File: src/verilog/slc_map.svh
/*
  Constants for the serial link control registers: offsets, reset values,
  field positions and host-side command map.
  Assumes it is included by bare name by the package users.
*/
`ifndef SLC_MAP_SVH
`define SLC_MAP_SVH

// device register offsets (12-bit register port)
`define SLC_OFS_CAL_ENABLE   12'h061
`define SLC_OFS_MODE_LOCK    12'h062
`define SLC_OFS_LINK_ENABLE  12'h200
`define SLC_OFS_LINK_MODE    12'h201
`define SLC_OFS_KM1          12'h202
`define SLC_OFS_SOFT_SYNC    12'h203
`define SLC_OFS_LINK_CONTROL 12'h204

// device reset values
`define SLC_RST_CAL_ENABLE   8'h01
`define SLC_RST_MODE_LOCK    8'hff
`define SLC_RST_LINK_ENABLE  8'h01
`define SLC_RST_LINK_MODE    8'h02
`define SLC_RST_KM1          8'h1f
`define SLC_RST_SOFT_SYNC    8'h01
`define SLC_RST_LINK_CONTROL 8'h03

// field positions
`define SLC_BIT_ENABLE       0
`define SLC_SYNC_SEL_HI      3
`define SLC_SYNC_SEL_LO      2

// sync source codes
`define SLC_SYNC_SEL_PIN     2'h0
`define SLC_SYNC_SEL_TMSTP   2'h1
`define SLC_SYNC_SEL_NONE    2'h2

// link modes from this code upward use 64b/66b framing
`define SLC_MODE_6466_FIRST  8'h10
`define SLC_K_6466_FACTOR    10'h100
`define SLC_K_E_DEFAULT      10'h001

// legal range of K-1 enforced by the controller
`define SLC_KM1_MIN          8'h03
`define SLC_KM1_MAX          8'h1f

// controller APB offsets
`define SLC_APB_CMD_ADDR     12'h000
`define SLC_APB_CMD_DATA     12'h004
`define SLC_APB_CMD_GO       12'h008
`define SLC_APB_STATUS       12'h00c
`define SLC_GO_BIT_START     0
`define SLC_GO_BIT_WRITE     1

`endif

File: src/verilog/slc_pkg.sv
/*
  Types shared by both ends of the serial link control block.
  Assumes slc_map.svh on the include path.
*/
package slc_pkg;
  typedef logic [7:0]  slc_byte_t;
  typedef logic [11:0] slc_addr_t;
  typedef logic [8:0]  slc_kcount_t;
  typedef enum logic [1:0] {
    SLC_H_IDLE = 2'b01,
    SLC_H_BUSY = 2'b10
  } slc_hstate_t;
endpackage

File: src/verilog/slc_link_if.sv
/*
  Interface joining the controller end and the device end: a request/ack
  register port and the two active-low sync pins.
  Assumes both ends run on the same CORE_CLK.
*/
`timescale 1ns/100ps
interface slc_link_if;
  import slc_pkg::*;
  logic      reg_req;
  logic      reg_wr;
  slc_addr_t reg_addr;
  slc_byte_t reg_wdata;
  logic      reg_ack;
  slc_byte_t reg_rdata;
  logic      sync_pin_n;
  logic      tmstp_pin_n;

  modport dev (
    input  reg_req, reg_wr, reg_addr, reg_wdata, sync_pin_n, tmstp_pin_n,
    output reg_ack, reg_rdata
  );
  modport ctl (
    output reg_req, reg_wr, reg_addr, reg_wdata, sync_pin_n, tmstp_pin_n,
    input  reg_ack, reg_rdata
  );
endinterface

File: src/verilog/slc_device.sv
/*
  Device end of the serial link control block: register file reached over
  the link register port, link enable gating, LMFC counter, effective K and
  the combined sync request.
  Assumes CORE_CLK at 125 MHz, RST_N synchronous active low, and a
  controller that holds reg_req until it sees reg_ack.
*/
// Implementation choice: the APB interface to the registers.
// Notes on behaviour
// - enable bit 0 switches link, resets to 1
// - software clears enable before other config writes
// - enable low holds link block in reset
// - enable low powers serializers down, gates clocks
// - enable low holds multiframe counter, ignores SYSREF
// - software sets calibration before link enable
// - software clears enable before clearing calibration
// - 8-bit link mode, resets to two
// - mode written only with enable, calibration off
// - modes above mode lock are refused
// - K-1 field, reset 31 gives K 32
// - software writes only legal K values
// - 64b/66b modes derive K as 256*E/F
// - K-1 written only while link disabled
// - soft sync bit low requests sync
// - soft request works whatever source is selected
// - stuck pin escapes only via no-pin source
// - source select: pin, timestamp pin, none
`timescale 1ns/100ps
`include "slc_map.svh"
module slc_device
  import slc_pkg::*;
(
  input  wire logic         CORE_CLK,
  input  wire logic         RST_N,
  slc_link_if.dev           LINK,
  input  wire logic         SYSREF,
  output logic              LINK_RESET_N,
  output logic              SERDES_PWRDN,
  output logic              LINK_CLK_EN,
  output logic              LMFC_PULSE,
  output logic              SYNC_REQ_N,
  output slc_byte_t         LINK_MODE,
  output slc_kcount_t       K_EFFECTIVE,
  output logic              SCRAMBLE_EN,
  output logic              SAMPLE_SIGNED
);
  slc_byte_t   cal_enable_reg;
  slc_byte_t   mode_lock_reg;
  slc_byte_t   link_enable_reg;
  slc_byte_t   link_mode_reg;
  slc_byte_t   km1_reg;
  slc_byte_t   soft_sync_reg;
  slc_byte_t   link_control_reg;
  logic        ack_reg;
  slc_byte_t   rdata_reg;
  logic        wr_take;
  logic        rd_take;
  logic        link_on;
  logic [2:0]  sysref_reg;
  logic        sysref_rise;
  slc_kcount_t lmfc_cnt_reg;
  slc_kcount_t k_eff;

  ////////////////////////////////////////////////////////////////////////////
  // helpers

  // 64b/66b: K = 256*E/F; E is fixed at its default, F taken from mode[1:0]
  function automatic slc_kcount_t k_from_mode(input slc_byte_t mode);
    logic [9:0] k_full;
    k_full = (`SLC_K_6466_FACTOR * `SLC_K_E_DEFAULT) >> mode[1:0];
    return k_full[8:0];
  endfunction

  function automatic logic is_6466(input slc_byte_t mode);
    return mode >= `SLC_MODE_6466_FIRST;
  endfunction

  ////////////////////////////////////////////////////////////////////////////
  // register port handshake: one ack per request, then a free cycle

  assign wr_take = LINK.reg_req & ~ack_reg & LINK.reg_wr;
  assign rd_take = LINK.reg_req & ~ack_reg & ~LINK.reg_wr;
  assign link_on = link_enable_reg[`SLC_BIT_ENABLE];

  always_ff @(posedge CORE_CLK) begin
    if (!RST_N) begin
      ack_reg <= 1'b0;
    end else begin
      ack_reg <= LINK.reg_req & ~ack_reg;
    end
  end

  // read data sampled at the same edge that raises ack
  always_ff @(posedge CORE_CLK) begin
    if (!RST_N) begin
      rdata_reg <= 8'h00;
    end else if (rd_take) begin
      case (LINK.reg_addr)
        `SLC_OFS_CAL_ENABLE:   rdata_reg <= cal_enable_reg;
        `SLC_OFS_MODE_LOCK:    rdata_reg <= mode_lock_reg;
        `SLC_OFS_LINK_ENABLE:  rdata_reg <= link_enable_reg;
        `SLC_OFS_LINK_MODE:    rdata_reg <= link_mode_reg;
        `SLC_OFS_KM1:          rdata_reg <= km1_reg;
        `SLC_OFS_SOFT_SYNC:    rdata_reg <= soft_sync_reg;
        `SLC_OFS_LINK_CONTROL: rdata_reg <= link_control_reg;
        default:               rdata_reg <= 8'h00; // unmapped reads zero
      endcase
    end
  end

  assign LINK.reg_ack   = ack_reg;
  assign LINK.reg_rdata = rdata_reg;

  ////////////////////////////////////////////////////////////////////////////
  // register writes; reserved bits are plain read/write storage

  always_ff @(posedge CORE_CLK) begin
    if (!RST_N) begin
      link_enable_reg <= `SLC_RST_LINK_ENABLE;
    end else if (wr_take && LINK.reg_addr == `SLC_OFS_LINK_ENABLE) begin
      link_enable_reg <= LINK.reg_wdata;
    end
  end

  always_ff @(posedge CORE_CLK) begin
    if (!RST_N) begin
      cal_enable_reg <= `SLC_RST_CAL_ENABLE;
      mode_lock_reg  <= `SLC_RST_MODE_LOCK;
    end else if (wr_take) begin
      if (LINK.reg_addr == `SLC_OFS_CAL_ENABLE) begin
        cal_enable_reg <= LINK.reg_wdata;
      end
      if (LINK.reg_addr == `SLC_OFS_MODE_LOCK) begin
        mode_lock_reg <= LINK.reg_wdata;
      end
    end
  end

  // a mode beyond the lock is dropped and the old mode stays
  always_ff @(posedge CORE_CLK) begin
    if (!RST_N) begin
      link_mode_reg <= `SLC_RST_LINK_MODE;
    end else if (wr_take && LINK.reg_addr == `SLC_OFS_LINK_MODE
                 && LINK.reg_wdata <= mode_lock_reg) begin
      link_mode_reg <= LINK.reg_wdata;
    end
  end

  always_ff @(posedge CORE_CLK) begin
    if (!RST_N) begin
      km1_reg <= `SLC_RST_KM1;
    end else if (wr_take && LINK.reg_addr == `SLC_OFS_KM1) begin
      km1_reg <= LINK.reg_wdata;
    end
  end

  always_ff @(posedge CORE_CLK) begin
    if (!RST_N) begin
      soft_sync_reg <= `SLC_RST_SOFT_SYNC;
    end else if (wr_take && LINK.reg_addr == `SLC_OFS_SOFT_SYNC) begin
      soft_sync_reg <= LINK.reg_wdata;
    end
  end

  always_ff @(posedge CORE_CLK) begin
    if (!RST_N) begin
      link_control_reg <= `SLC_RST_LINK_CONTROL;
    end else if (wr_take && LINK.reg_addr == `SLC_OFS_LINK_CONTROL) begin
      link_control_reg <= LINK.reg_wdata;
    end
  end

  ////////////////////////////////////////////////////////////////////////////
  // link gating: all follow the enable bit one cycle later

  always_ff @(posedge CORE_CLK) begin
    if (!RST_N) begin
      LINK_RESET_N <= 1'b0;
      SERDES_PWRDN <= 1'b1;
      LINK_CLK_EN  <= 1'b0;
    end else begin
      LINK_RESET_N <= link_on;
      SERDES_PWRDN <= ~link_on;
      LINK_CLK_EN  <= link_on;
    end
  end

  // configuration seen by the link layer
  always_ff @(posedge CORE_CLK) begin
    if (!RST_N) begin
      LINK_MODE     <= `SLC_RST_LINK_MODE;
      K_EFFECTIVE   <= 9'h000;
      SCRAMBLE_EN   <= 1'b0;
      SAMPLE_SIGNED <= 1'b0;
    end else begin
      LINK_MODE     <= link_mode_reg;
      K_EFFECTIVE   <= k_eff;
      SCRAMBLE_EN   <= link_control_reg[0] | is_6466(link_mode_reg);
      SAMPLE_SIGNED <= link_control_reg[1];
    end
  end

  // K-1 field ignored in 64b/66b modes
  always_comb begin
    if (is_6466(link_mode_reg)) begin
      k_eff = k_from_mode(link_mode_reg);
    end else begin
      k_eff = {1'b0, km1_reg} + 9'h001;
    end
  end

  ////////////////////////////////////////////////////////////////////////////
  // multiframe counter, one frame per core clock

  // SYSREF is asynchronous; only the second and third stages are compared
  always_ff @(posedge CORE_CLK) begin
    if (!RST_N) begin
      sysref_reg <= 3'h0;
    end else begin
      sysref_reg <= {sysref_reg[1:0], SYSREF};
    end
  end

  assign sysref_rise = sysref_reg[1] & ~sysref_reg[2];

  // held at zero while disabled, so a SYSREF edge has nothing to align
  always_ff @(posedge CORE_CLK) begin
    if (!RST_N) begin
      lmfc_cnt_reg <= 9'h000;
    end else if (!link_on) begin
      lmfc_cnt_reg <= 9'h000;
    end else if (sysref_rise || lmfc_cnt_reg >= k_eff - 9'h001) begin
      lmfc_cnt_reg <= 9'h000;
    end else begin
      lmfc_cnt_reg <= lmfc_cnt_reg + 9'h001;
    end
  end

  always_ff @(posedge CORE_CLK) begin
    if (!RST_N) begin
      LMFC_PULSE <= 1'b0;
    end else begin
      LMFC_PULSE <= link_on && lmfc_cnt_reg == 9'h000;
    end
  end

  ////////////////////////////////////////////////////////////////////////////
  // combined active-low sync request

  slc_sync_select u_sync (
    .clk         (CORE_CLK),
    .rst_n       (RST_N),
    .sync_pin_n  (LINK.sync_pin_n),
    .tmstp_pin_n (LINK.tmstp_pin_n),
    .sel         (link_control_reg[`SLC_SYNC_SEL_HI:`SLC_SYNC_SEL_LO]),
    .soft_n      (soft_sync_reg[0]),
    .req_n       (SYNC_REQ_N)
  );
endmodule

File: src/verilog/slc_sync_select.sv
/*
  Sync request combiner: synchronises both sync pins, picks one by the
  source select and merges it with the software request.
  Assumes pins are asynchronous to clk; sel and soft_n come from clk logic.
*/
`timescale 1ns/100ps
`include "slc_map.svh"
module slc_sync_select
  import slc_pkg::*;
(
  input  wire logic       clk,
  input  wire logic       rst_n,
  input  wire logic       sync_pin_n,
  input  wire logic       tmstp_pin_n,
  input  wire logic [1:0] sel,
  input  wire logic       soft_n,
  output logic            req_n
);
  logic [1:0] pin_meta_reg;
  logic [1:0] pin_sync_reg;
  logic       pin_sel_n;

  ////////////////////////////////////////////////////////////////////////////
  // two-flop synchronisers; meta stage feeds only the second stage
  always_ff @(posedge clk) begin
    if (!rst_n) begin
      pin_meta_reg <= 2'h3;
      pin_sync_reg <= 2'h3;
    end else begin
      pin_meta_reg <= {tmstp_pin_n, sync_pin_n};
      pin_sync_reg <= pin_meta_reg;
    end
  end

  ////////////////////////////////////////////////////////////////////////////
  // source pick; codes 2 and 3 use no pin, so a stuck pin can be escaped
  always_comb begin
    case (sel)
      `SLC_SYNC_SEL_PIN:   pin_sel_n = pin_sync_reg[0];
      `SLC_SYNC_SEL_TMSTP: pin_sel_n = pin_sync_reg[1];
      default:             pin_sel_n = 1'b1;
    endcase
  end

  // software request always counts, whatever pin is chosen
  always_ff @(posedge clk) begin
    if (!rst_n) begin
      req_n <= 1'b1;
    end else begin
      req_n <= pin_sel_n & soft_n;
    end
  end
endmodule

File: src/flat_wrapper.sv
// flat-port wrapper written by rule: the top's interface ports become plain ports
module slc_device_flat import slc_pkg::*;
  (CORE_CLK, RST_N, SYSREF, LINK_RESET_N, SERDES_PWRDN, LINK_CLK_EN, LMFC_PULSE, SYNC_REQ_N, LINK_MODE, K_EFFECTIVE, SCRAMBLE_EN, SAMPLE_SIGNED, LINK_reg_req, LINK_reg_wr, LINK_reg_addr, LINK_reg_wdata, LINK_sync_pin_n, LINK_tmstp_pin_n, LINK_reg_ack, LINK_reg_rdata);
  slc_link_if LINK_i ();
  input  wire logic CORE_CLK;
  input  wire logic RST_N;
  input  wire logic SYSREF;
  output logic LINK_RESET_N;
  output logic SERDES_PWRDN;
  output logic LINK_CLK_EN;
  output logic LMFC_PULSE;
  output logic SYNC_REQ_N;
  output slc_byte_t LINK_MODE;
  output slc_kcount_t K_EFFECTIVE;
  output logic SCRAMBLE_EN;
  output logic SAMPLE_SIGNED;
  input wire logic [$bits(LINK_i.reg_req)-1:0] LINK_reg_req;
  input wire logic [$bits(LINK_i.reg_wr)-1:0] LINK_reg_wr;
  input wire logic [$bits(LINK_i.reg_addr)-1:0] LINK_reg_addr;
  input wire logic [$bits(LINK_i.reg_wdata)-1:0] LINK_reg_wdata;
  input wire logic [$bits(LINK_i.sync_pin_n)-1:0] LINK_sync_pin_n;
  input wire logic [$bits(LINK_i.tmstp_pin_n)-1:0] LINK_tmstp_pin_n;
  output wire logic [$bits(LINK_i.reg_ack)-1:0] LINK_reg_ack;
  output wire logic [$bits(LINK_i.reg_rdata)-1:0] LINK_reg_rdata;
  assign LINK_i.reg_req = LINK_reg_req;
  assign LINK_i.reg_wr = LINK_reg_wr;
  assign LINK_i.reg_addr = LINK_reg_addr;
  assign LINK_i.reg_wdata = LINK_reg_wdata;
  assign LINK_i.sync_pin_n = LINK_sync_pin_n;
  assign LINK_i.tmstp_pin_n = LINK_tmstp_pin_n;
  assign LINK_reg_ack = LINK_i.reg_ack;
  assign LINK_reg_rdata = LINK_i.reg_rdata;
  slc_device u_core (.CORE_CLK(CORE_CLK), .RST_N(RST_N), .LINK(LINK_i), .SYSREF(SYSREF), .LINK_RESET_N(LINK_RESET_N), .SERDES_PWRDN(SERDES_PWRDN), .LINK_CLK_EN(LINK_CLK_EN), .LMFC_PULSE(LMFC_PULSE), .SYNC_REQ_N(SYNC_REQ_N), .LINK_MODE(LINK_MODE), .K_EFFECTIVE(K_EFFECTIVE), .SCRAMBLE_EN(SCRAMBLE_EN), .SAMPLE_SIGNED(SAMPLE_SIGNED));
endmodule
File: config.mk
export PLATFORM = sky130hd
export DESIGN_NAME = slc_device_flat
export DESIGN_NICKNAME = d
export VERILOG_FILES = /design/src/verilog/slc_pkg.sv /design/src/verilog/slc_link_if.sv /design/src/verilog/slc_device.sv /design/src/verilog/slc_sync_select.sv /design/src/flat_wrapper.sv
export VERILOG_INCLUDE_DIRS = /design/src /design/src/verilog
export SDC_FILE = /design/constraint.sdc
export NUM_CORES = 1
export LEC_CHECK = 0
export ABC_CLOCK_PERIOD_IN_PS = 4900
export BUFFER_PORTS_ARGS = -buffer_cell sky130_fd_sc_hd__buf_2
export CAP_MARGIN = 25
export CORE_ASPECT_RATIO = 0.9
export CORE_MARGIN = 1
export CORE_UTILIZATION = 42
export CTS_BUF_LIST = sky130_fd_sc_hd__clkbuf_16
export DETAILED_ROUTE_END_ITERATION = 10
export MAX_ROUTING_LAYER = met4
export PLACE_DENSITY = 0.65
export SLEW_MARGIN = 30
export SYNTH_ARGS = -nofsm -noshare
export SYNTH_HDL_FRONTEND = slang
export SYNTH_SLANG_ARGS = --single-unit
File: constraint.sdc
create_clock -name CORE_CLK -period 4.9 [get_ports CORE_CLK]
set_clock_uncertainty 0.1 [all_clocks]
set_input_delay 0.735 -clock CORE_CLK [delete_from_list [all_inputs] [get_ports CORE_CLK]]
set_output_delay 0.735 -clock CORE_CLK [all_outputs]
set_load 0.05 [all_outputs]
After elaboration in Yosys (flattened, before gate mapping). Cells that the tools add are included.

Bits in registers: 104. Input port bits: 27. Output and inout bits: 33.

$add $sub $neg: 3. $lt $le $gt $ge: 3. Equal/unequal tests: 8. Shift operators: 1. Muxes and demuxes: 3. Bitwise gates (word level): 11. Reductions and logical operators: 13.

Operators with widths (number): $eq 12x10->1 const B (5); $pmux 8 s7 (1); $eq 12x7->1 const B (2); $add 8x1->9 const B (1); $add 9x1->9 const B (1); $ge 9x9->1 (1); $logic_not 9->1 (1); $mux 9 (1); $shr 9x2->9 const A (1); $sub 9x1->9 const B (1); $ge 8x5->1 const B (1); $le 8x8->1 (1); $logic_and 1x1->1 (7); $and 1x1->1 (5); $not 1->1 (5); $reduce_and 2->1 (2); $reduce_or 3->1 (1); $eq 2x1->1 const B (1); $logic_not 2->1 (1); $pmux 1 s2 (1); $logic_or 1x1->1 (1); $or 1x1->1 (1).

Logic depth before layout (Yosys ltp).
Word-level depth: 6. Mapped depth: 14.

Cells and area by module. A second synthesis with hierarchy kept.

Cell total of the unflattened synthesis: 525. Area total of the unflattened synthesis: 4768.3 sq um.

Modules (own cells, without submodules): slc_device (instances 1, cells an instance 512, area an instance 4616.9 sq um); slc_sync_select (instances 1, cells an instance 13, area an instance 151.4 sq um).

Worst setup path before layout. Ideal clock, no wire load.

Path type: reg-to-reg. From: register u_core.link_mode_reg[4]. To: register u_core.lmfc_cnt_reg[2]. Data arrival time: 2959 ps. Data required time: 4650 ps. Setup slack: 1691 ps. Stages on the path, launching flop included: 12. Buffers on the path: 1. Path through: dfxtp_1 -> or4_1 -> buf_2 -> or4_4 -> o311ai_4 -> nor2b_2 -> nand2_1 -> xnor2_1 -> ha_1 -> nand4_1 -> o311ai_1 -> nor2_1.

Word-level cells in the longest chain between the ends: 6.

Ends and longest elaborated chain: start, declared (line slc_device.sv:50) `slc_byte_t link_mode_reg;`; start signal, assigned (line slc_device.sv:142) `` link_mode_reg <= `SLC_RST_LINK_MODE; ``; start signal, assigned (line slc_device.sv:145) `link_mode_reg <= LINK.reg_wdata;`; $ge 8x5->1 (no line); $mux 9 (line slc_device.sv:205) `if (is_6466(link_mode_reg)) begin`; $sub 9x1->9 (line slc_device.sv:232) `end else if (sysref_rise || lmfc_cnt_reg >= k_eff - 9'h001) begin`; $ge 9x9->1 (line slc_device.sv:232); $logic_or 1x1->1 (line slc_device.sv:232); $reduce_or 3->1 (no line); end signal, assigned (line slc_device.sv:235) `lmfc_cnt_reg <= lmfc_cnt_reg + 9'h001;`; end, declared (line slc_device.sv:61) `slc_kcount_t lmfc_cnt_reg;`.

No other way between the ends. A chain may end at the register's enable or synchronous reset.

Worst setup path after layout.
From: register u_core.link_mode_reg[4]. To: register u_core.lmfc_cnt_reg[3].

The elaborated chain is that of the path after synthesis.

==> flow_summary_export.csv <==
group,metric,value,unit
finish,antenna_cells,0,
die,core-area,11000,um^2
clock_network,cts_tree,"done",
power,p_leak,2.66,nW
logic_synthesis,syn_nets,567,
die,io_pins,60,
global_route,grt_max_degree,51,
clock_network,cts_buffers,9,
run_status,status,"finished, final reports clean",
timing,post-route-period-util,69.9,%
timing,rsz0062_at_grt,"false",
worst_hold_path,min_from,"u_core.u_sync.pin_meta_reg[1]",
route,vias,3921,
placement,dp_hpwl,8360,um
global_route,grt_pass1_wl,19300,um
timing,setup_violations,0,
finish,syn2layout_area_growth,15.8,%
die,rows,36,
setup_path,r2r_start,"u_core.link_mode_reg[4]",
logic_synthesis,ys.flop_type,"dfxtp_1",
logic_synthesis,synth.distinct_cells,60,
logic_synthesis,avgSynthCellArea,9.28,um^2
worst_hold_path,hold_path.class,"reg -> reg",
global_route,first_global_vias,3757,
setup_path,end_kind,"flop",
timing,setup_ws,1480,ps
power,swShare,22.3,%
logic_synthesis,synth_warnings,0,
placement,numPortBuffers,59,
logic_synthesis,ys_seq_area_share,43.2,%
die,fp.dieH,104,um
clock_network,htree_levels,3,
die,die_area,11900,um^2
timing,slew_violations,0,
logic_synthesis,synthTopCellsByArea,"dfxtp_1 (43%), mux2i_1 (9.1%), nand2_1 (6.2%)",
clock_network,cts_resized,0,
timing,fin_crit,3420,ps
finish,nNetsFinal,617,
logic_synthesis,synth_top_area_share,43.2,%
clock_network,clock_path_buffers,2,
setup_path,critPathMaxStageDelay,730,ps
logic_synthesis,synth_top_area_cell,"dfxtp_1",
timing,max_slew_margin,34.7,%
placement,dp_slack,1190,ps
setup_path,crit_start,"u_core.link_mode_reg[4]",
global_route,overflow,0,
route,route.detailed.drc,0,
route,ant_nets,0,
logic_synthesis,synth_seq_cells,104,
die,initial_core_util,43.8,%
placement,place_congestion,0.839,
logic_synthesis,syn_area,4810,um^2
logic_synthesis,async_flop_share,0,%
power,p_int,1.38,mW
route,routedWlPerCell,16.3,um
run,drv_cap,0,
logic_synthesis,syn_inst,519,
power,total_power,1.78,mW
clock_network,cts_root_buf,"clkbuf_16",
power,p_seq_share,48.2,%
logic_synthesis,synth_edf_count,0,
finish,fillers,1098,
timing,worst_pin_slew,978,ps
power,pwr-share-comb,6.3,%
logic_synthesis,synth_common_cells,"dfxtp_1 (104), nand2_1 (79), nor2_1 (48)",
power,vdd_drop_max,0.221,mV
timing,finalHoldViolations,0,
route,wl,11800,um
setup_path,crit_chain,"or4_1, a311oi_2, nor2b_2, nand3_2, xnor2_1, ha_1, nand4_1, o311ai_2, nor2_1",
die,die_w,115,um
clock_network,postCtsSetupBuffers,0,
clock_network,insertion_delay,340,ps
finish,drive_gt1_share,18.3,%
clock_network,cts.clk_slew.worst_paths,70,ps
route,drt-initial-drc-count,318,
finish,regArea,2080,um^2
setup_path,cp-start-kind,"flop",
timing,final.setup.tns,0,ps
power,p_sw,0.397,mW
logic_synthesis,yosysMostFrequentCell,"dfxtp_1",
global_route,antenna_found_initial,0,
setup_path,worstPathMaxFanout,9,
power,cellPowerDensity,319,nW/um^2
route,vias_per_cell,5.40,
setup_path,critPathKind,"reg -> reg",
global_route,grtUsageTotal,21.4,%
setup_path,critPathSlowestCell,"or4_1",
setup_path,arrival,3530,ps
route,first_pass_iters,5,
timing,fmax,292,MHz
finish,multiInputGateArea,2570,um^2
clock_network,hold_buffers,0,
clock_network,clock-sinks,104,
setup_path,cp_data_required_time,5000,ps
power,clkPwrFrac,45.5,%
==> through the flow <==
stage	instance area [um^2]	std cells	hold WS (ps)	utilization (%)
4_1_cts	5570	726	311	50.7
3_5_place_dp	5230	710	295	47.6
6_report	5580	726	309	50.7
3_3_place_gp	5230	710	293	47.6
2_1_floorplan	4810	519	286	-
5_1_grt	5580	726	325	50.7
==> final cells by class <==
type / count / area share (%)
sequential: 104 / 37.3
inverter: 22 / 1.48
clock inverter: 7 / 2.00
clock buffer: 9 / 4.04
timing repair buffer: 62 / 5.70
multi-input combinational: 370 / 46.0
tap: 152 / 3.41
==> worst max-delay path: cells and delay by family (launching register included) <==
kind,cells,cell delay (ps)
AND/OR/NAND/NOR,5,1280
AO/OA/AOI/OAI,2,1100
flip-flops,1,340
XOR/XNOR,1,160
adder cells (fa/ha/maj),1,310
==> placed cells by master (no fill, tap or decap), types with 5 or more instances in the layout <==
master     instances
dfxtp_1          104
nand2b_1           8
nor2_1            48
inv_1             22
xnor2_1            7
and2_1             6
a222oi_1           5
nor3_1             5
ha_1              21
o22ai_1            8
o21ai_0            8
nand2_1           79
clkbuf_16          9
a2bb2oi_1          5
buf_2             59
a22oi_1            5
nor2b_1            8
a21oi_2            7
and3_1             6
xor2_1            10
nand3_2            6
mux2i_1           44
o211ai_1           8
a22o_1             8
a21oi_1           13
nand3_1            8
==> power by group through the flow <==
stage	Clock [mW]	Sequential [mW]	Combinational, mW
after floorplan	0	0.890	0.0568
after global placement	0	0.876	0.110
after detailed placement	0	0.877	0.111
after CTS	0.821	0.857	0.112
after global routing	0.857	0.858	0.121
final	0.810	0.857	0.112
==> final timing paths <==
kind,slack [ps],cells past startpoint,to
setup reg to reg,1480,9,u_core.lmfc_cnt_reg[3]
hold reg to reg,310,1,u_core.u_sync.pin_sync_reg[1]
hold / removal,310,1,u_core.u_sync.pin_sync_reg[1]
setup / recovery,1480,9,u_core.lmfc_cnt_reg[3]
==> cell families after synthesis <==
family	share of synthesized area, %
adder cells (fa/ha/maj)	5.46
AND/OR/NAND/NOR	20.8
multiplexers	9.62
buffers and inverters	3.74
XOR/XNOR	3.09
flip-flops	43.2
AO/OA/AOI/OAI	14.1
==> routing by layer <==
metal	vias up	wire [um]	global-route usage, %	share of wire [%]
li1	1926	-	-	-
met1	1862	5440	28.1	46
met2	118	5570	33.3	47
met3	15	645	3.74	5.4
met4	0	179	6.59	1.5
met5	-	0	-	0
(Power assumes the default switching activity.)
